==> config.mk <==
export PLATFORM = sky130hd
export DESIGN_NAME = dcdcwd_top
export DESIGN_NICKNAME = d
export VERILOG_FILES = /design/src/hw/dcdcwd_pkg.sv /design/src/hw/dcdcwd_top.sv
export SDC_FILE = /design/constraint.sdc
export NUM_CORES = 1
export LEC_CHECK = 0
export ABC_AREA = 0
export ABC_CLOCK_PERIOD_IN_PS = 2700
export CORE_ASPECT_RATIO = 2
export CORE_MARGIN = 5
export CORE_UTILIZATION = 49
export CTS_CLUSTER_DIAMETER = 150
export DETAILED_ROUTE_END_ITERATION = 12
export DONT_BUFFER_PORTS = 1
export HOLD_SLACK_MARGIN = 0.03
export PLACE_DENSITY = 0.65
export SLEW_MARGIN = 0
export SYNTH_ARGS = -nofsm -noshare
export SYNTH_HDL_FRONTEND = slang
export SYNTH_SLANG_ARGS = --single-unit
==> constraint.sdc <==
create_clock -name clk -period 2.7 [get_ports clk]
set_clock_uncertainty 0.2 [all_clocks]
set_input_delay 0.405 -clock clk [delete_from_list [all_inputs] [get_ports clk]]
set_output_delay 0.405 -clock clk [all_outputs]
set_load 0.01 [all_outputs]
==> src/hw/dcdcwd_pkg.sv <==
// Purpose: constants and types for the dc drive control word decoder
// Assumes: 100 MHz clk, classic Wishbone slave with 32-bit data
// Notes: pilot and speed words are held as decimal digits, one nibble per digit; pickup and line sync are binary
package dcdcwd_pkg;
    // register byte offsets
    localparam logic [7:0] REG_PICKUP = 8'h00;
    localparam logic [7:0] REG_LINESYNC = 8'h04;
    localparam logic [7:0] REG_PILOT = 8'h08;
    localparam logic [7:0] REG_SPEED = 8'h0C;
    localparam logic [7:0] REG_STATUS = 8'h10;
    // reset values and ranges
    localparam logic [6:0] PICKUP_RESET = 7'h00;
    localparam logic [6:0] PICKUP_MAX = 7'h64;
    localparam logic [7:0] SYNC_RESET = 8'hC8;
    localparam logic [7:0] SYNC_MAX = 8'hC8;
    localparam logic [7:0] SYNC_AVG_MAX = 8'h09;
    localparam logic [11:0] PILOT_RESET = 12'h001;
    localparam logic [3:0] PILOT_ONES_MAX = 4'h2;
    localparam logic [3:0] PILOT_TENS_MAX = 4'h1;
    localparam logic [3:0] PILOT_HUND_MAX = 4'h3;
    localparam logic [15:0] SPEED_RESET = 16'h0011;
    localparam logic [3:0] SPEED_ONES_MAX = 4'h3;
    localparam logic [3:0] SPEED_HIGH_MAX = 4'h1;
    localparam logic [7:0] PILOT_PARK_ANGLE = 8'hA5;
    // timing
    localparam int CLK_FREQ_HZ = 100000000;
    localparam int PICKUP_STEP_MS = 10;
    localparam int PICKUP_STEP_CYCLES = CLK_FREQ_HZ / 1000 * PICKUP_STEP_MS;
    // status bit positions
    localparam int ST_REJECT = 0;
    localparam int ST_WAITING = 1;
    localparam int ST_FIRING = 2;
    localparam int ST_SYNC_PENDING = 3;

    typedef enum logic [1:0] {SYNC_DIRECT, SYNC_AVG, SYNC_FILT, SYNC_FILT_EXTRA} dcdcwd_syncm_t;
    typedef enum logic [1:0] {EMF_LAG, EMF_NONE, EMF_MEAN2, EMF_MEAN3} dcdcwd_emff_t;
    typedef enum logic [1:0] {ST_IDLE, ST_TIMING, ST_HOLD, ST_DONE} dcdcwd_fsm_t;

    typedef struct packed {
        dcdcwd_syncm_t mode;
        logic [3:0] avgPeriods;
        logic [7:0] filterTcMs;
    } dcdcwd_sync_t;

    typedef struct packed {
        logic enable;
        logic zeroEmf;
        logic emfFromCalc;
        dcdcwd_emff_t emfFilter;
    } dcdcwd_pilot_t;

    typedef struct packed {
        logic integralEnable;
        logic haltTorqueOrCurrent;
        logic haltTorqueOnly;
        logic haltAtMaxOnly;
        logic propEnable;
        logic setpointNegate;
        logic feedbackNegate;
    } dcdcwd_speed_t;
endpackage

==> src/hw/dcdcwd_top.sv <==
// Purpose: decodes drive settings and runs the contactor pickup wait
// Assumes: all inputs synchronous to clk, sys_rst synchronous active high
// Notes: one Wishbone cycle answers with ack one cycle after the request
//
// Local design decisions: register access over Wishbone and the address map.
`timescale 1ns/1ps
module dcdcwd_top #(
    parameter int STEP_CYCLES = dcdcwd_pkg::PICKUP_STEP_CYCLES
) (
    // clock and reset
    input wire logic clk,
    input wire logic sys_rst,
    // wishbone slave
    input wire logic wb_cyc_i,
    input wire logic wb_stb_i,
    input wire logic wb_we_i,
    input wire logic [7:0] wb_adr_i,
    input wire logic [3:0] wb_sel_i,
    input wire logic [31:0] wb_dat_i,
    output logic [31:0] wb_dat_o,
    output logic wb_ack_o,
    // drive state
    input wire logic driveOn,
    input wire logic pulseEnableState,
    input wire logic lineContactorState,
    input wire logic powerVoltagePresent,
    output logic contactorWaitState,
    output logic firingEnable,
    // decoded settings
    output dcdcwd_pkg::dcdcwd_sync_t syncCfg,
    output dcdcwd_pkg::dcdcwd_pilot_t pilotCfg,
    output dcdcwd_pkg::dcdcwd_speed_t speedCfg,
    // data paths
    input wire logic [7:0] pilotAngleIn,
    input wire logic torqueReversal,
    input wire logic signed [15:0] setpointIn,
    input wire logic signed [15:0] actualIn,
    output logic [7:0] pilotAngleOut,
    output logic integratorLoad,
    output logic signed [15:0] setpointOut,
    output logic signed [15:0] actualOut
);
    import dcdcwd_pkg::*;

    typedef struct packed {
        logic ack;
        logic [31:0] rdData;
        dcdcwd_fsm_t fsm;
        logic [19:0] tickCnt;
        logic [6:0] waitCnt;
        logic [6:0] pickup;
        logic [7:0] syncReg;
        logic [7:0] syncEff;
        logic [11:0] pilot;
        logic [15:0] speed;
        logic reject;
        logic [7:0] angle;
        logic load;
        logic signed [15:0] setp;
        logic signed [15:0] act;
    } dcdcwd_state_t;

    dcdcwd_state_t state_q;
    dcdcwd_state_t state_d;

    logic busReq;
    logic wrStb;
    logic [31:0] wrVal;
    logic waitExpired;
    logic [19:0] stepLast;

    // sync method class: 0 direct, 1 averaging, 2 filtering
    function automatic logic [1:0] syncClass(input logic [7:0] v);
        if (v == 8'h00) begin
            syncClass = 2'h0;
        end else if (v <= SYNC_AVG_MAX) begin
            syncClass = 2'h1;
        end else begin
            syncClass = 2'h2;
        end
    endfunction

    // merge the selected byte lanes of a write into the old value
    function automatic logic [31:0] laneMerge(input logic [31:0] old, input logic [31:0] nw,
                                              input logic [3:0] sel);
        laneMerge = old;
        for (int i = 0; i < 4; i++) begin
            if (sel[i]) begin
                laneMerge[i*8 +: 8] = nw[i*8 +: 8];
            end
        end
    endfunction

    assign busReq = wb_cyc_i && wb_stb_i && !state_q.ack;
    assign wrStb = busReq && wb_we_i;
    assign stepLast = 20'(STEP_CYCLES - 1);
    assign waitExpired = (state_q.waitCnt >= state_q.pickup);

    // next state
    always_comb begin
        state_d = state_q;
        state_d.ack = busReq;
        state_d.load = 1'b0;
        wrVal = 32'h0000_0000;

        // register writes with range checks
        if (wrStb) begin
            unique case (wb_adr_i)
                REG_PICKUP: begin
                    wrVal = laneMerge({25'h0, state_q.pickup}, wb_dat_i, wb_sel_i);
                    if (wrVal <= {25'h0, PICKUP_MAX}) begin
                        state_d.pickup = wrVal[6:0];
                    end
                end
                REG_LINESYNC: begin
                    wrVal = laneMerge({24'h0, state_q.syncReg}, wb_dat_i, wb_sel_i);
                    if (wrVal <= {24'h0, SYNC_MAX}) begin
                        state_d.syncReg = wrVal[7:0];
                    end
                end
                REG_PILOT: begin
                    wrVal = laneMerge({20'h0, state_q.pilot}, wb_dat_i, wb_sel_i);
                    if (driveOn) begin
                        state_d.reject = 1'b1;
                    end else if (wrVal[31:12] == 20'h0 && wrVal[3:0] <= PILOT_ONES_MAX
                                 && wrVal[7:4] <= PILOT_TENS_MAX
                                 && wrVal[11:8] <= PILOT_HUND_MAX) begin
                        state_d.pilot = wrVal[11:0];
                    end
                end
                REG_SPEED: begin
                    wrVal = laneMerge({16'h0, state_q.speed}, wb_dat_i, wb_sel_i);
                    if (driveOn) begin
                        state_d.reject = 1'b1;
                    end else if (wrVal[31:16] == 16'h0 && wrVal[3:0] <= SPEED_ONES_MAX
                                 && wrVal[7:4] <= SPEED_HIGH_MAX
                                 && wrVal[11:8] <= SPEED_HIGH_MAX
                                 && wrVal[15:12] <= SPEED_HIGH_MAX) begin
                        state_d.speed = wrVal[15:0];
                    end
                end
                REG_STATUS: begin
                    // write one clears; reject is set only by pilot or speed writes, so none can arrive in the same cycle
                    if (wb_sel_i[0] && wb_dat_i[ST_REJECT]) begin
                        state_d.reject = 1'b0;
                    end
                end
                default: begin
                end
            endcase
        end

        // read data, unmapped addresses read zero
        if (busReq && !wb_we_i) begin
            unique case (wb_adr_i)
                REG_PICKUP: state_d.rdData = {25'h0, state_q.pickup};
                REG_LINESYNC: state_d.rdData = {24'h0, state_q.syncReg};
                REG_PILOT: state_d.rdData = {20'h0, state_q.pilot};
                REG_SPEED: state_d.rdData = {16'h0, state_q.speed};
                REG_STATUS: state_d.rdData = {28'h0, state_q.syncReg != state_q.syncEff,
                                              state_q.fsm == ST_DONE,
                                              state_q.fsm == ST_HOLD, state_q.reject};
                default: state_d.rdData = 32'h0000_0000;
            endcase
        end

        // method change is applied now or deferred until the power circuit is dead
        if (!powerVoltagePresent || (syncClass(state_q.syncReg) == syncClass(state_q.syncEff)
                                     && syncClass(state_q.syncEff) != 2'h1)) begin
            state_d.syncEff = state_q.syncReg;
        end

        // pickup wait timer in 10 ms steps
        if (state_q.fsm == ST_TIMING || state_q.fsm == ST_HOLD) begin
            if (state_q.tickCnt == stepLast) begin
                state_d.tickCnt = 20'h0_0000;
                if (!waitExpired) begin
                    state_d.waitCnt = state_q.waitCnt + 7'h01;
                end
            end else begin
                state_d.tickCnt = state_q.tickCnt + 20'h0_0001;
            end
        end

        // start sequence
        unique case (state_q.fsm)
            ST_IDLE: begin
                state_d.tickCnt = 20'h0_0000;
                state_d.waitCnt = 7'h00;
                if (driveOn && pulseEnableState) begin
                    state_d.fsm = ST_TIMING;
                end
            end
            ST_TIMING: begin
                if (!pulseEnableState && !lineContactorState) begin
                    state_d.fsm = waitExpired ? ST_DONE : ST_HOLD;
                end
            end
            ST_HOLD: begin
                if (waitExpired) begin
                    state_d.fsm = ST_DONE;
                end
            end
            ST_DONE: begin
            end
        endcase
        if (!driveOn) begin
            state_d.fsm = ST_IDLE;
        end

        // data paths
        state_d.angle = pilotCfg.enable ? pilotAngleIn : PILOT_PARK_ANGLE;
        state_d.load = pilotCfg.zeroEmf && torqueReversal;
        state_d.setp = speedCfg.setpointNegate ? 16'(-setpointIn) : setpointIn;
        state_d.act = speedCfg.feedbackNegate ? 16'(-actualIn) : actualIn;
    end

    // state register
    always_ff @(posedge clk) begin
        if (sys_rst) begin
            state_q <= '0;
            state_q.fsm <= ST_IDLE;
            state_q.pickup <= PICKUP_RESET;
            state_q.syncReg <= SYNC_RESET;
            state_q.syncEff <= SYNC_RESET;
            state_q.pilot <= PILOT_RESET;
            state_q.speed <= SPEED_RESET;
            state_q.angle <= PILOT_PARK_ANGLE;
        end else begin
            state_q <= state_d;
        end
    end

    // line sync decode from the effective setting
    always_comb begin
        syncCfg.avgPeriods = 4'h0;
        syncCfg.filterTcMs = 8'h00;
        unique case (syncClass(state_q.syncEff))
            2'h0: syncCfg.mode = SYNC_DIRECT;
            2'h1: begin
                syncCfg.mode = SYNC_AVG;
                syncCfg.avgPeriods = state_q.syncEff[3:0];
            end
            default: begin
                syncCfg.filterTcMs = state_q.syncEff;
                syncCfg.mode = state_q.syncEff[0] ? SYNC_FILT_EXTRA : SYNC_FILT;
            end
        endcase
    end

    // pilot and speed word decode
    always_comb begin
        pilotCfg.enable = state_q.pilot[3:0] != 4'h0;
        pilotCfg.zeroEmf = state_q.pilot[3:0] == PILOT_ONES_MAX;
        pilotCfg.emfFromCalc = state_q.pilot[4];
        pilotCfg.emfFilter = dcdcwd_emff_t'(state_q.pilot[9:8]);
        speedCfg.integralEnable = state_q.speed[3:0] != 4'h0;
        speedCfg.haltTorqueOrCurrent = state_q.speed[3:0] == 4'h1;
        speedCfg.haltTorqueOnly = state_q.speed[3:0] == 4'h2;
        speedCfg.haltAtMaxOnly = state_q.speed[3:0] == SPEED_ONES_MAX;
        speedCfg.propEnable = state_q.speed[4];
        speedCfg.setpointNegate = state_q.speed[8];
        speedCfg.feedbackNegate = state_q.speed[12];
    end

    // outputs
    assign wb_ack_o = state_q.ack;
    assign wb_dat_o = state_q.rdData;
    assign contactorWaitState = state_q.fsm == ST_HOLD;
    assign firingEnable = state_q.fsm == ST_DONE;
    assign pilotAngleOut = state_q.angle;
    assign integratorLoad = state_q.load;
    assign setpointOut = state_q.setp;
    assign actualOut = state_q.act;

    // checks
    property p_timerStart;
        @(posedge clk) disable iff (sys_rst)
        state_q.fsm == ST_IDLE && driveOn && pulseEnableState |=> state_q.fsm == ST_TIMING;
    endproperty
    a_timerStart: assert property (p_timerStart) else $error("wait did not start");

    property p_holdOnLeave;
        @(posedge clk) disable iff (sys_rst)
        state_q.fsm == ST_TIMING && driveOn && !pulseEnableState && !lineContactorState
            && !waitExpired |=> contactorWaitState && !firingEnable;
    endproperty
    a_holdOnLeave: assert property (p_holdOnLeave) else $error("no contactor wait");

    property p_firingAfterWait;
        @(posedge clk) disable iff (sys_rst)
        $rose(firingEnable) |-> $past(waitExpired) && $past(driveOn);
    endproperty
    a_firingAfterWait: assert property (p_firingAfterWait) else $error("early firing");

    property p_pickupRange;
        @(posedge clk) disable iff (sys_rst)
        state_q.pickup <= PICKUP_MAX && state_q.syncReg <= SYNC_MAX;
    endproperty
    a_pickupRange: assert property (p_pickupRange) else $error("setting out of range");

    property p_syncDecode;
        @(posedge clk) disable iff (sys_rst)
        (syncCfg.mode == SYNC_DIRECT) == (state_q.syncEff == 8'h00)
            && (syncCfg.mode == SYNC_AVG) == (state_q.syncEff != 8'h00
                                              && state_q.syncEff <= SYNC_AVG_MAX);
    endproperty
    a_syncDecode: assert property (p_syncDecode) else $error("bad sync mode");

    property p_filterOdd;
        @(posedge clk) disable iff (sys_rst)
        state_q.syncEff > SYNC_AVG_MAX |-> syncCfg.filterTcMs == state_q.syncEff
            && (syncCfg.mode == SYNC_FILT_EXTRA) == state_q.syncEff[0];
    endproperty
    a_filterOdd: assert property (p_filterOdd) else $error("bad filter decode");

    property p_syncDeferred;
        @(posedge clk) disable iff (sys_rst)
        $past(powerVoltagePresent) && state_q.syncEff != $past(state_q.syncEff)
            |-> syncClass(state_q.syncEff) == syncClass($past(state_q.syncEff))
                && syncClass(state_q.syncEff) != 2'h1;
    endproperty
    a_syncDeferred: assert property (p_syncDeferred) else $error("sync change live");

    property p_parkAngle;
        @(posedge clk) disable iff (sys_rst)
        !pilotCfg.enable && $stable(state_q.pilot) |=> pilotAngleOut == PILOT_PARK_ANGLE;
    endproperty
    a_parkAngle: assert property (p_parkAngle) else $error("pilot not parked");

    property p_setpointSign;
        @(posedge clk) disable iff (sys_rst)
        speedCfg.setpointNegate |=> setpointOut == 16'(-$past(setpointIn));
    endproperty
    a_setpointSign: assert property (p_setpointSign) else $error("setpoint sign wrong");

    property p_offlineReject;
        @(posedge clk) disable iff (sys_rst)
        wrStb && driveOn && (wb_adr_i == REG_PILOT || wb_adr_i == REG_SPEED)
            |=> $stable(state_q.pilot) && $stable(state_q.speed) && state_q.reject;
    endproperty
    a_offlineReject: assert property (p_offlineReject) else $error("online write taken");
endmodule

==> metrics.md, run 1 <==
| Metric | Value |
|---|---|
| Outcome | completed |
| Mapped cell area | 7087 sq um |
| Critical path data arrival time | 2780 ps |
| Fin. max-slew vios | 0 |
| H-tree levels | 4 |
| CTS clk-pin slew, worst paths | 60 ps |
| EDFF count, synth | 0 |
| Post-synthesis compound-gate area fraction | 0.1043 |
| Residual DRC count | 0 |
| Number of diodes added for antenna fixing | 0 |
| Buffer and inverter count on the worst path | 1 |
| Gate count after technology mapping | 825 |
| Met1 usage | 0.2108 |
| Total Nets Final | 942 |
| Number of instances in the placed design | 943 |
| Final estimated routing congestion in global placement | 0.8972 |
| Minimum setup slack after placement | 114.1 ps |
| Antenna violations before repair | 0 |
| Number of unique standard cell types used by synthesis | 63 |
| Overall overflow remaining after global route | 0 |
| Longest Clk Path Bufs | 2 |
| Type of the worst setup path | reg2reg |
| Simple-Gate Fraction of Synth Area | 0.2458 |
| XOR/XNOR Fraction of Synth Area | 0.06674 |
| Core Box Area | 14270 sq um |
| Beginning of the worst register-to-register path | state_q[60] |
| IO buf count | 0 |
| Area growth from synthesis to final layout | 14.37% |
| Worst hold margin | 49.84 ps |
| Detailed Route WL | 20590 um |
| Critical path peak fanout | 5 |
| Cell with the most instances after synthesis | dfxtp_1 |
| Largest net degree at the start of global routing | 81 |
| Cell accounting for the most synthesized area | dfxtp_1 |
| Most used flip-flop cell after synthesis | dfxtp_1 |
| Transition time of the tightest slew-check pin | 682.7 ps |
| Req. time, crit path | 2860 ps |
| Latest clock arrival within the worst-skew pair | 420 ps |
| Die outline width | 95.04 um |
| Worst path cell trace | or4_1 -> a2111oi_4 -> a21oi_2 -> nor3_2 -> nand3_1 -> dlygate4sd3_1 -> a21oi_1 |
| Final count of hold timing violations | 0 |
| Global routing usage summed across all routing layers | 0.2398 |
| Area share of the largest cell type after synthesis | 0.3927 |
| Max-capacitance violation count | 0 |
| Critical hold path startpoint | wb_dat_i[6] |
| Type of origin of the critical path | flop |
| Critical path's slowest cell | or4_1 |
| Final worst path period share | 0.9729 |
| Routed length per placed instance | 19.84 um |
| Min Clock Period, post-route | 2627 ps |
| Power density relative to cell area | 570.6 nW/um^2 |
| Area of placed instances | 6845 sq um |
| Cell Rows | 62 |
| Cell leakage power | 3.073 nW |
| Worst setup EP type | flop |
| Count of placed standard cells in the final layout, fillers left out | 1038 |
| Worst min-delay path category | in2reg |
| Mapped Avg Cell Area | 8.590 sq um |
| Ranking of synthesized cells by instance count | dfxtp_1 (139), nor2_1 (93), buf_4 (78) |
| Number of global-route vias before repair | 6117 |
| Fmax | 380.7 MHz |
| Via count | 5929 |
| Endpoint, Worst Hold | state_q[84] |
| Number of CTS-inserted buffers | 17 |
| Setup-failing EPs final | 0 |
| GR met3 Demand/Resource | 0.06352 |
| Hold path cells | 2 |
| Total negative setup slack | 0 ps |
| Setup slack, reg-to-reg | 70 ps |
| Die Y | 180.1 um |
| Wire length of the first global-routing pass | 31680 um |
| Final worst setup slack | 73.18 ps |
| YS warnings | 0 |
| Initial core utilization | 0.4965 |
| Clock tree from TritonCTS | done |
| Met2 demand-to-capacity share in global routing | 0.4607 |
| Number of clock sinks | 139 |
| DRT iter0 DRCs | 248 |
| Via count normalized by instance count | 5.712 |
| TritonRoute pass-1 iters | 5 |
| Sum of net half-perimeters after detailed placement | 14790 um |
| Top cells by area in the synthesized netlist | dfxtp_1 (39%), buf_4 (8.3%), nor2_1 (4.9%) |
| Io pins | 196 |
| Multiplexer share of the synthesized area | 0.04785 |
| Total Die Area | 17110 sq um |
| Crit-path leading delay family | simple AND/OR/NAND/NOR gates |
| Root Buffer Master | clkbuf_16 |
| Adder-Cell Fraction of Synth Area | 0.02648 |
| Endpoint of the lowest-slack register-to-register path | state_q[59] |
| Post-synthesis register bit count | 139 |
| Relative max-transition margin | 0.5442 |
| Portion of the post-synthesis area used by sequential elements | 0.3927 |
| FFs w/ async S/R, synth | 0 |
| Highest-utilization routing layer at the global route stage | met2 |
| Final non-filler cell area | 8105 sq um |
| Register-to-Register Path Depth | 7 |
| Fraction of final layout cells with drive strength greater than 1 | 0.1017 |
| Crit path largest cell delay | 580 ps |
| Main combinational cell family by area after synthesis | simple AND/OR/NAND/NOR gates |
| VDD IR max | 496.1 uV |
| Number of nets with antenna violations after detailed routing | 0 |
-- flip-flops by register name, summed over array words and instances (netlist names), named ones only --
signal and flops:
state_q 73, actualOut 16, setpointOut 16, wb_dat_o 16, pilotAngleOut 8, speedCfg 3
integratorLoad 1, pilotCfg 1, wb_ack_o 1
-- where the power goes --
part	leakage, nW	total [mW]	switching (mW)	internal [mW]
Clock	0.280	2.24	1.02	1.22
Combinational	1.66	0.260	0.135	0.125
Sequential	1.13	2.12	0.0344	2.09
-- logic make-up (layout without fill, tap and decap cells) --
family | after synthesis | after routing
AOI/OAI and AO/OA | 114 | 114
xor gates and xnor gates | 54 | 54
adders and majority gates | 15 | 15
buffers and inverters | 138 | 144
DFF | 139 | 139
muxes | 30 | 30
other | 1 | 16
and+or+nand+nor | 334 | 334
-- routing by layer --
layer | vias to the layer above | part of all wire
met3 | 66 | 0.061
met5 | - | 0
met1 | 2867 | 0.32
li1 | 2771 | -
met2 | 225 | 0.56
met4 | 0 | 0.053
-- cells in the final DEF (no fill, tap or decap), types with 26 or more instances in the layout --
master / instances
o21ai_0: 34
mux2i_1: 26
nand2_1: 64
a21oi_1: 28
xor2_1: 38
buf_4: 27
dfxtp_1: 139
nor2_1: 93
nand3_1: 32
dlygate4sd3_1: 61
-- timing repair --
action                                  4_1_cts  5_1_grt
endpoints found under the setup margin        0        2
hold buffers                                 61        1
endpoints found under the hold margin        85        1
buffers inserted                              0        1
gates resized for setup                       0        6
-- cell type report --
| type | instances | area, sq um |
|---|---|---|
| Tap cell | 192 | 240.2 |
| Multi-Input combinational cell | 563 | 3575 |
| Sequential cell | 139 | 2783 |
| Inverter | 23 | 86.33 |
| Fill cell | 1328 | 6168 |
| Clock inverter | 15 | 155.1 |
| Clock buffer | 17 | 425.4 |
| Timing Repair Buffer | 89 | 840.8 |
-- stage by stage --
step / utilization / power (mW)
finish: 0.5678 / 4.625
detailed placement: 0.4796 / 2.320
CTS: 0.5643 / 4.655
floorplan: - / 2.368
global placement: 0.4796 / 2.314
global route: 0.5678 / 4.775
-- worst max path at each step --
stage | from | endpoint | slack (ps) | cells after the start
after floorplan | state_q[121] | state_q[99] | 230 | 9
after global placement | state_q[91] | state_q[99] | 160 | 8
after detailed placement | state_q[91] | state_q[99] | 110 | 8
after CTS | state_q[91] | state_q[99] | 80 | 8
after global routing | state_q[60] | state_q[59] | -20 | 7
final | state_q[60] | state_q[59] | 70 | 7
No activity file was read; power rests on OpenSTA's default activity.
==> inputs of run 2 (changes only) <==
ABC_AREA = 1   (was 0)
==> run 2 against run 1 <==
Core utilization is 2.2 points lower. Critical endpoint is now wb_dat_o[3]. Die area is 14% higher. Combinational power is 35% higher. Register-to-register slack better by 270 ps. Largest power group unchanged. Cell count is 37% higher. Highest routed layer unchanged. Clock power is 14% higher. Fmax is 2.5% higher. Sequential power hardly changed. First-iteration DRC count is 17% higher. Largest cell class unchanged. Global-route usage is 0.095 points lower. Total power is 8.8% higher.
==> metrics.md, run 2 <==
| Metric | Value |
|---|---|
| Outcome | completed |
| Unrepaired setup endpoints after global routing | false |
| Switching share of power | 0.2313 (-0.02542) |
| Cell with the most instances after synthesis | nand2_1 |
| Sum of net half-perimeters after detailed placement | 17930 um (+21%) |
| Final total power | 5.033 mW (+8.8%) |
| Critical hold path startpoint | wb_dat_i[8] |
| Root Buffer Master | clkbuf_16 |
| Residual DRC count | 0 (unchanged) |
| Antenna violations before repair | 0 (unchanged) |
| Min Clock Period, post-route | 2563 ps (-63.54 ps) |
| Gate count after technology mapping | 1222 (+48%) |
| Endpoint, Worst Hold | speedCfg[1] |
| Total Nets Final | 1314 (+39%) |
| Final worst path period share | 0.9494 (-0.02353) |
| Longest Clk Path Bufs | 2 (unchanged) |
| Ranking of synthesized cells by instance count | nand2_1 (250), nor2_1 (182), dfxtp_1 (139), inv_1 (139), buf_4 (81) |
| Fmax | 390.1 MHz (+2.5%) |
| Post-synthesis register bit count | 139 (unchanged) |
| Top register by number of flip-flops | state_q |
| Critical path's slowest cell | dlygate4sd3_1 |
| Endpoint of the lowest-slack register-to-register path | wb_dat_o[3] |
| Crit-path most repeated cell | inv_1 |
| Die Y | 192.6 um (+7.0%) |
| Top cells by area in the synthesized netlist | dfxtp_1 (34%), nand2_1 (11%), nor2_1 (8.4%) |
| Final worst setup slack | 136.7 ps (+63.54 ps) |
| Latest clock arrival within the worst-skew pair | 420 ps (about the same) |
| Total negative setup slack | 0 ps (unchanged) |
| Detailed Route WL | 23130 um (+12%) |
| Final count of hold timing violations | 0 (unchanged) |
| Number of diodes added for antenna fixing | 0 (unchanged) |
| Area share of the largest cell type after synthesis | 0.3406 (-0.05207) |
| EDFF count, synth | 0 (unchanged) |
| Cell internal pwr | 3.869 mW (+13%) |
| Final estimated routing congestion in global placement | 1.026 (+14%) |
| Overall overflow remaining after global route | 0 (unchanged) |
| Fraction of final layout cells with drive strength greater than 1 | 0.07964 (-0.02202) |
| Area growth from synthesis to final layout | 9.173% |
| Minimum setup slack after placement | 498.8 ps (+384.6 ps) |
| Number of CTS-inserted buffers | 17 (unchanged) |
| Global routing usage summed across all routing layers | 0.2388 (-0.0009476) |
| DRT iter0 DRCs | 289 (+17%) |
| Routed length per placed instance | 16.26 um (-18%) |
| Relative max-transition margin | 0.6436 (+0.09935) |
| Most frequent standard cell in the layout excluding fill and tap cells | nand2_1 |
| Hold path cells | 4 (+2) |
| Psw | 1.164 mW (-1.9%) |
| Post_cts resized | 0 (unchanged) |
| Number of nets with antenna violations after detailed routing | 0 (unchanged) |
| Setup Fix Bufs, Post-CTS | 0 (unchanged) |
| Crit path largest cell delay | 570 ps (about the same) |
| Worst setup EP type | flop |
| Sequential power share | 0.422 (-0.037) |
| VDD IR max | 399.7 uV (-19%) |
| Combinational share of power | 0.070 (+0.014) |
| Type of the worst setup path | in2reg |
| Die outline width | 101.3 um (+6.6%) |
| Mapped Avg Cell Area | 6.686 sq um (-22%) |
| Critical path peak fanout | 13 (+8) |
| Buffer and inverter count on the worst path | 5 (+4) |
| Max-capacitance violation count | 0 (unchanged) |
| CTS clk-pin slew, worst paths | 60 ps (about the same) |
| Post-route core utilization | 0.5455 (-0.02232) |
| H-tree levels | 4 (unchanged) |
| Worst path cell trace | dlygate4sd3_1 -> nand2_1 -> nor2_1 -> dlygate4sd3_1 -> inv_1 -> nor2_1 -> inv_1 -> a211oi_1 -> nand3_1 -> nand2_1 -> inv_1 |
| Setup slack, reg-to-reg | 340 ps (+270 ps) |
| Number of unique standard cell types used by synthesis | 47 (-25%) |
| Transition time of the tightest slew-check pin | 531.4 ps (-151.4 ps) |
| Clock tree from TritonCTS | done |
| Core Box Area | 16350 sq um (+15%) |
| Clock share of power | 0.509 (+0.024) |
| Fin. max-slew vios | 0 (unchanged) |
| YS warnings | 0 (unchanged) |
| Wire length of the first global-routing pass | 36540 um (+15%) |
| Total Die Area | 19510 sq um (+14%) |
| IO buf count | 0 (unchanged) |
| Mapped cell area | 8170 sq um (+15%) |
| Power density relative to cell area | 564.3 nW/um^2 (-1.1%) |
| Via count normalized by instance count | 5.312 (-7.0%) |
| Io pins | 196 (unchanged) |
| FFs w/ async S/R, synth | 0 (unchanged) |
| Register-to-Register Path Depth | 9 (+2) |
| Beginning of the worst register-to-register path | wb_ack_o |
| Portion of the post-synthesis area used by sequential elements | 0.3406 (-0.05207) |
| Via count | 7553 (+27%) |
| Cell Rows | 66 (+6.5%) |
| Fillers | 1658 (+25%) |
| Number of clock sinks | 139 (unchanged) |
| TritonRoute pass-1 iters | 6 (+1) |
| Critical path data arrival time | 2680 ps (-100 ps) |
| Type of origin of the critical path | input pin |
| Number of flip-flops in the largest register | 73 (unchanged) |
| Setup-failing EPs final | 0 (unchanged) |
| Largest net degree at the start of global routing | 47 (-42%) |
| Worst min-delay path category | in2reg |
| Req. time, crit path | 2820 ps (-40 ps) |
| Crit-path leading delay family | buffers and inverters |
| Initial core utilization | 0.4997 (+0.003200) |
| Number of global-route vias before repair | 7569 (+24%) |
| Leading cell types in the layout, fill and taps excluded | nand2_1 (250), nor2_1 (182), inv_1 (139), dfxtp_1 (139), nand3_1 (72) |
| Most used flip-flop cell after synthesis | dfxtp_1 |
| Cell leakage power | 3.898 nW (+27%) |
| Cell accounting for the most synthesized area | dfxtp_1 |
-- run 2: cell count changes in the layout (fill, tap and decap cells not counted), moves of 36 or more --
cell | before | now
nand2_1 | 64 | 250
inv_1 | 23 | 139
nor2_1 | 93 | 182
nand3_1 | 32 | 72
a21oi_1 | 28 | 65
o21ai_0 | 34 | 70
-- run 2: final cells by class --
type,instances,area [sq um],share of cell area
inverter,153,576.8,0.06467
sequential,139,2783,0.3120
clock buffer,18,429.2,0.04811
clock inverter,14,220.2,0.02469
multi-input combinational,835,4063,0.4555
tap,204,255.2,0.02862
timing repair buffer,59,593.1,0.06649
-- run 2: worst register-to-register path: cells and delay by family, from the launching register on --
| kind | cells | cell delay (ps) |
|---|---|---|
| buffers and inverters | 4 | 900 |
| and+or+nand+nor | 4 | 530 |
| DFF | 1 | 350 |
| AOI/OAI and AO/OA | 1 | 280 |
-- run 2: logic make-up (layout without fill, tap and decap cells) --
logic type,count (synthesis),in the layout,share of synthesized area
AO/OA/AOI/OAI,164,164,0.1074
XOR/XNOR,13,13,0.01394
adder cells (fa/ha/maj),15,15,0.02297
buffers and inverters,263,244,0.1691
flip-flops,139,139,0.3406
other,1,16,0.0004590
AND/OR/NAND/NOR,627,627,0.3456
-- run 2: how the worst max path moves through the flow --
stage / startpoint / slack [ps] / endpoint / depth (start not counted)
after floorplan: state_q[121] / 740 / state_q[118] / 13
after global placement: state_q[121] / 570 / state_q[118] / 12
after detailed placement: state_q[121] / 500 / state_q[118] / 12
after CTS: wb_stb_i / 170 / wb_dat_o[3] / 11
after global routing: wb_stb_i / 50 / wb_dat_o[3] / 11
final: wb_stb_i / 140 / wb_dat_o[3] / 11
-- run 2: what timing repair did --
action                                 4_1_cts  5_1_grt
endpoints found under the hold margin       89        0
setup endpoints to repair                    0        0
hold buffers                                51        0
-- run 2: layer usage --
layer | track usage | part of all wire | vias to the layer above
li1 | - | - | 3773
met3 | 0.05463 | 0.059 | 88
met4 | 0.1649 | 0.066 | 0
met1 | 0.2164 | 0.33 | 3443
met2 | 0.4508 | 0.55 | 249
met5 | 0 | 0 | -
-- run 2: metrics by stage --
stage               hold WS, ps  std cells  cell area [sq um]
floorplan                 220.9       1237               8227
detailed placement        240.7       1339               7750
CTS                       32.10       1422               8920
global route              47.17       1422               8920
finish                    40.46       1422               8920
global placement          228.3       1339               7750
-- run 2: power groups by stage --
| stage | Sequential [mW] | Clock, mW | Combinational (mW) |
|---|---|---|---|
| after detailed placement | 2.17 | 0 | 0.268 |
| after global placement | 2.17 | 0 | 0.266 |
| after floorplan | 2.14 | 0 | 0.325 |
| final | 2.12 | 2.56 | 0.350 |
| after global routing | 2.13 | 2.71 | 0.392 |
| after CTS | 2.12 | 2.61 | 0.349 |
==> inputs of run 3 (changes only) <==
CELL_PAD_IN_SITES_DETAIL_PLACEMENT = 2   (was default)
CELL_PAD_IN_SITES_GLOBAL_PLACEMENT = 2   (was default)
CORE_UTILIZATION = 34   (was 49)
PLACE_DENSITY = 0.8   (was 0.65)
==> run 3 against run 2 <==
Register-to-register slack improved by 70 ps. Non-clock buffer count grew 11. Total power up 0.16%. Hold slack better by 22 ps. Die area up 41%. Count of clock-buffer cells in the layout unchanged. Fmax is 3.0% higher. Wire length is 36% higher. Global-route usage down 0.75 points. Highest routed layer unchanged.
==> metrics.md, run 3 (synthesized netlist as in run 2, its figures left out) <==
| Metric | Value |
|---|---|
| Outcome | completed |
| Largest net degree at the start of global routing | 43 (-8.5%) |
| Psw | 1.311 mW (+13%) |
| Cell internal pwr | 3.731 mW (-3.6%) |
| Total Die Area | 27420 sq um (+41%) |
| Via count | 7967 (+5.5%) |
| Setup Fix Bufs, Post-CTS | 0 (unchanged) |
| DRT iter0 DRCs | 239 (-17%) |
| Core Box Area | 23820 sq um (+46%) |
| H-tree levels | 4 (unchanged) |
| Longest Clk Path Bufs | 2 (unchanged) |
| Power density relative to cell area | 555.1 nW/um^2 (-1.6%) |
| VDD IR max | 341.3 uV (-15%) |
| Fraction of final layout cells with drive strength greater than 1 | 0.08625 (+0.006610) |
| Overall overflow remaining after global route | 0 (unchanged) |
| Area growth from synthesis to final layout | 11.15% |
| Area of the multi-input gates | 4063 sq um (unchanged) |
| Total Nets Final | 1325 (+0.84%) |
| Clock share of power | 0.501 (-0.008) |
| Launching instance or port of the critical path | setpointIn[0] |
| Req. time, crit path | 2830 ps (about the same) |
| Number of nets with antenna violations after detailed routing | 0 (unchanged) |
| Critical path data arrival time | 2620 ps (-60 ps) |
| Unrepaired setup endpoints after global routing | false |
| Min Clock Period, post-route | 2488 ps (-75.53 ps) |
| Cell Rows | 80 (+21%) |
| Worst setup EP type | flop |
| Critical path's slowest cell | dlygate4sd3_1 |
| Number of diodes added for antenna fixing | 0 (unchanged) |
| Cell leakage power | 3.938 nW (+1.0%) |
| Most frequent standard cell in the layout excluding fill and tap cells | nand2_1 |
| TritonRoute pass-1 iters | 4 (-2) |
| Highest-utilization routing layer at the global route stage | met2 |
| Combinational share of power | 0.078 (+0.008) |
| Die outline width | 119.6 um (+18%) |
| Critical path peak fanout | 3 (-10) |
| Count of placed standard cells in the final layout, fillers left out | 1516 (+6.6%) |
| Final worst setup slack | 212.2 ps (+75.53 ps) |
| Fmax | 402.0 MHz (+3.0%) |
| Max-capacitance violation count | 0 (unchanged) |
| Crit path largest cell delay | 550 ps (-20 ps) |
| Crit-path leading delay family | buffers and inverters |
| Critical path depth in cells | 9 (-2) |
| Residual DRC count | 0 (unchanged) |
| Number of flip-flops in the largest register | 73 (unchanged) |
| Final estimated routing congestion in global placement | 0.8350 (-19%) |
| Register-to-Register Path Depth | 12 (+3) |
| Number of instances in the placed design | 1428 (+6.6%) |
| Beginning of the worst register-to-register path | state_q[120] |
| IO buf count | 0 (unchanged) |
| Setup-failing EPs final | 0 (unchanged) |
| Crit-path most repeated cell | dlygate4sd3_1 |
| Global routing usage summed across all routing layers | 0.2313 (-0.007480) |
| Routed length per placed instance | 20.80 um (+28%) |
| Switching share of power | 0.2600 (+0.02863) |
| Minimum setup slack after placement | 334.4 ps (-164.4 ps) |
| Sum of net half-perimeters after detailed placement | 24010 um (+34%) |
| Root Buffer Master | clkbuf_16 |
| Antenna violations before repair | 0 (unchanged) |
| Number of global-route vias before repair | 8992 (+19%) |
| Type of origin of the critical path | input pin |
| Type of the worst setup path | in2reg |
| Sequential power share | 0.421 (about the same) |
| Setup slack, reg-to-reg | 410 ps (+70 ps) |
| Total negative setup slack | 0 ps (unchanged) |
| Worst min-delay path category | in2reg |
| Via count normalized by instance count | 5.255 (-1.1%) |
| Final count of hold timing violations | 0 (unchanged) |
| Worst path cell trace | dlygate4sd3_1 -> inv_1 -> ha_1 -> nand4_1 -> nor3_1 -> nor2_1 -> o21ai_0 -> a21oi_1 -> dlygate4sd3_1 |
| Relative max-transition margin | 0.5611 (-0.08250) |
| Die Y | 229.2 um (+19%) |
| Number of clock sinks | 139 (unchanged) |
| Met2 demand-to-capacity share in global routing | 0.4766 (+0.02582) |
| Final worst path period share | 0.9214 (-0.02798) |
| Sequential cell area | 2783 sq um (unchanged) |
| Top register by number of flip-flops | state_q |
| Buffer and inverter count on the worst path | 3 (-2) |
| Met1 usage | 0.1907 (-0.02566) |
| Endpoint of the lowest-slack register-to-register path | state_q[118] |
| Wire length of the first global-routing pass | 48730 um (+33%) |
| Latest clock arrival within the worst-skew pair | 440 ps (+20 ps) |
| GR met3 Demand/Resource | 0.05012 (-0.004508) |
| CTS clk-pin slew, worst paths | 60 ps (about the same) |
| Fillers | 2852 (+72%) |
| Leading cell types in the layout, fill and taps excluded | nand2_1 (250), nor2_1 (182), dfxtp_1 (139) |
| Io pins | 196 (unchanged) |
| Transition time of the tightest slew-check pin | 653.4 ps (+122.0 ps) |
| Clock tree from TritonCTS | done |
| CP endpoint | setpointOut[8] |
| Fin. max-slew vios | 0 (unchanged) |
| Number of CTS-inserted buffers | 17 (unchanged) |
| Detailed Route WL | 31530 um (+36%) |
| Initial core utilization | 0.3430 (-0.1567) |
-- run 3: changes by cell type in the layout (fill, tap and decap cells not counted), moves of 2 or more --
cell           change
bufinv_16          -2
buf_4              +7
inv_2              +2
dlygate4sd3_1      +5
inv_6              +3
-- run 3: worst min-delay path by stage --
stage                     slack, ps      endpoint         start  depth (start not counted)
after floorplan                 220  state_q[119]  state_q[119]                          2
after global placement          230  state_q[119]  state_q[119]                          2
after detailed placement        240  state_q[119]  state_q[119]                          2
after CTS                        40   speedCfg[0]   wb_sel_i[1]                          4
after global routing             60   state_q[96]       sys_rst                          4
final                            60   pilotCfg[2]       sys_rst                          2
-- run 3: area by class of cell --
cell class	count	area share
multi-input combinational	835	0.4474
sequential	139	0.3064
timing repair buffer	70	0.07440
inverter	153	0.06352
clock buffer	18	0.04836
tap	287	0.03954
clock inverter	14	0.02039
-- run 3: what timing repair did --
item	CTS	global route
hold endpoints to repair	86	0
setup endpoints to repair	0	1
gates resized for setup	0	1
hold buffers	56	0
-- run 3: metrics by stage --
step	total power, mW	utilization	cell area, sq um	hold slack [ps]
final	5.041	0.3812	9081	62.60
after global routing	5.213	0.3812	9081	63.05
after CTS	5.103	0.3812	9081	37.32
after detailed placement	2.465	0.3310	7886	242.8
after global placement	2.453	0.3310	7886	230.7
after floorplan	2.466	-	8227	220.9
-- run 3: power by group through the flow --
stage	clock network, mW	logic [mW]	registers, mW
detailed placement	0	0.295	2.17
global placement	0	0.284	2.17
finish	2.53	0.392	2.12
CTS	2.59	0.390	2.12
floorplan	0	0.325	2.14
global route	2.65	0.433	2.13
-- run 3: routing by layer --
metal,vias to the layer above,routed length (um)
li1,3789,-
met1,3909,9959
met2,192,18510
met3,77,1390
met4,0,1666
met5,-,0
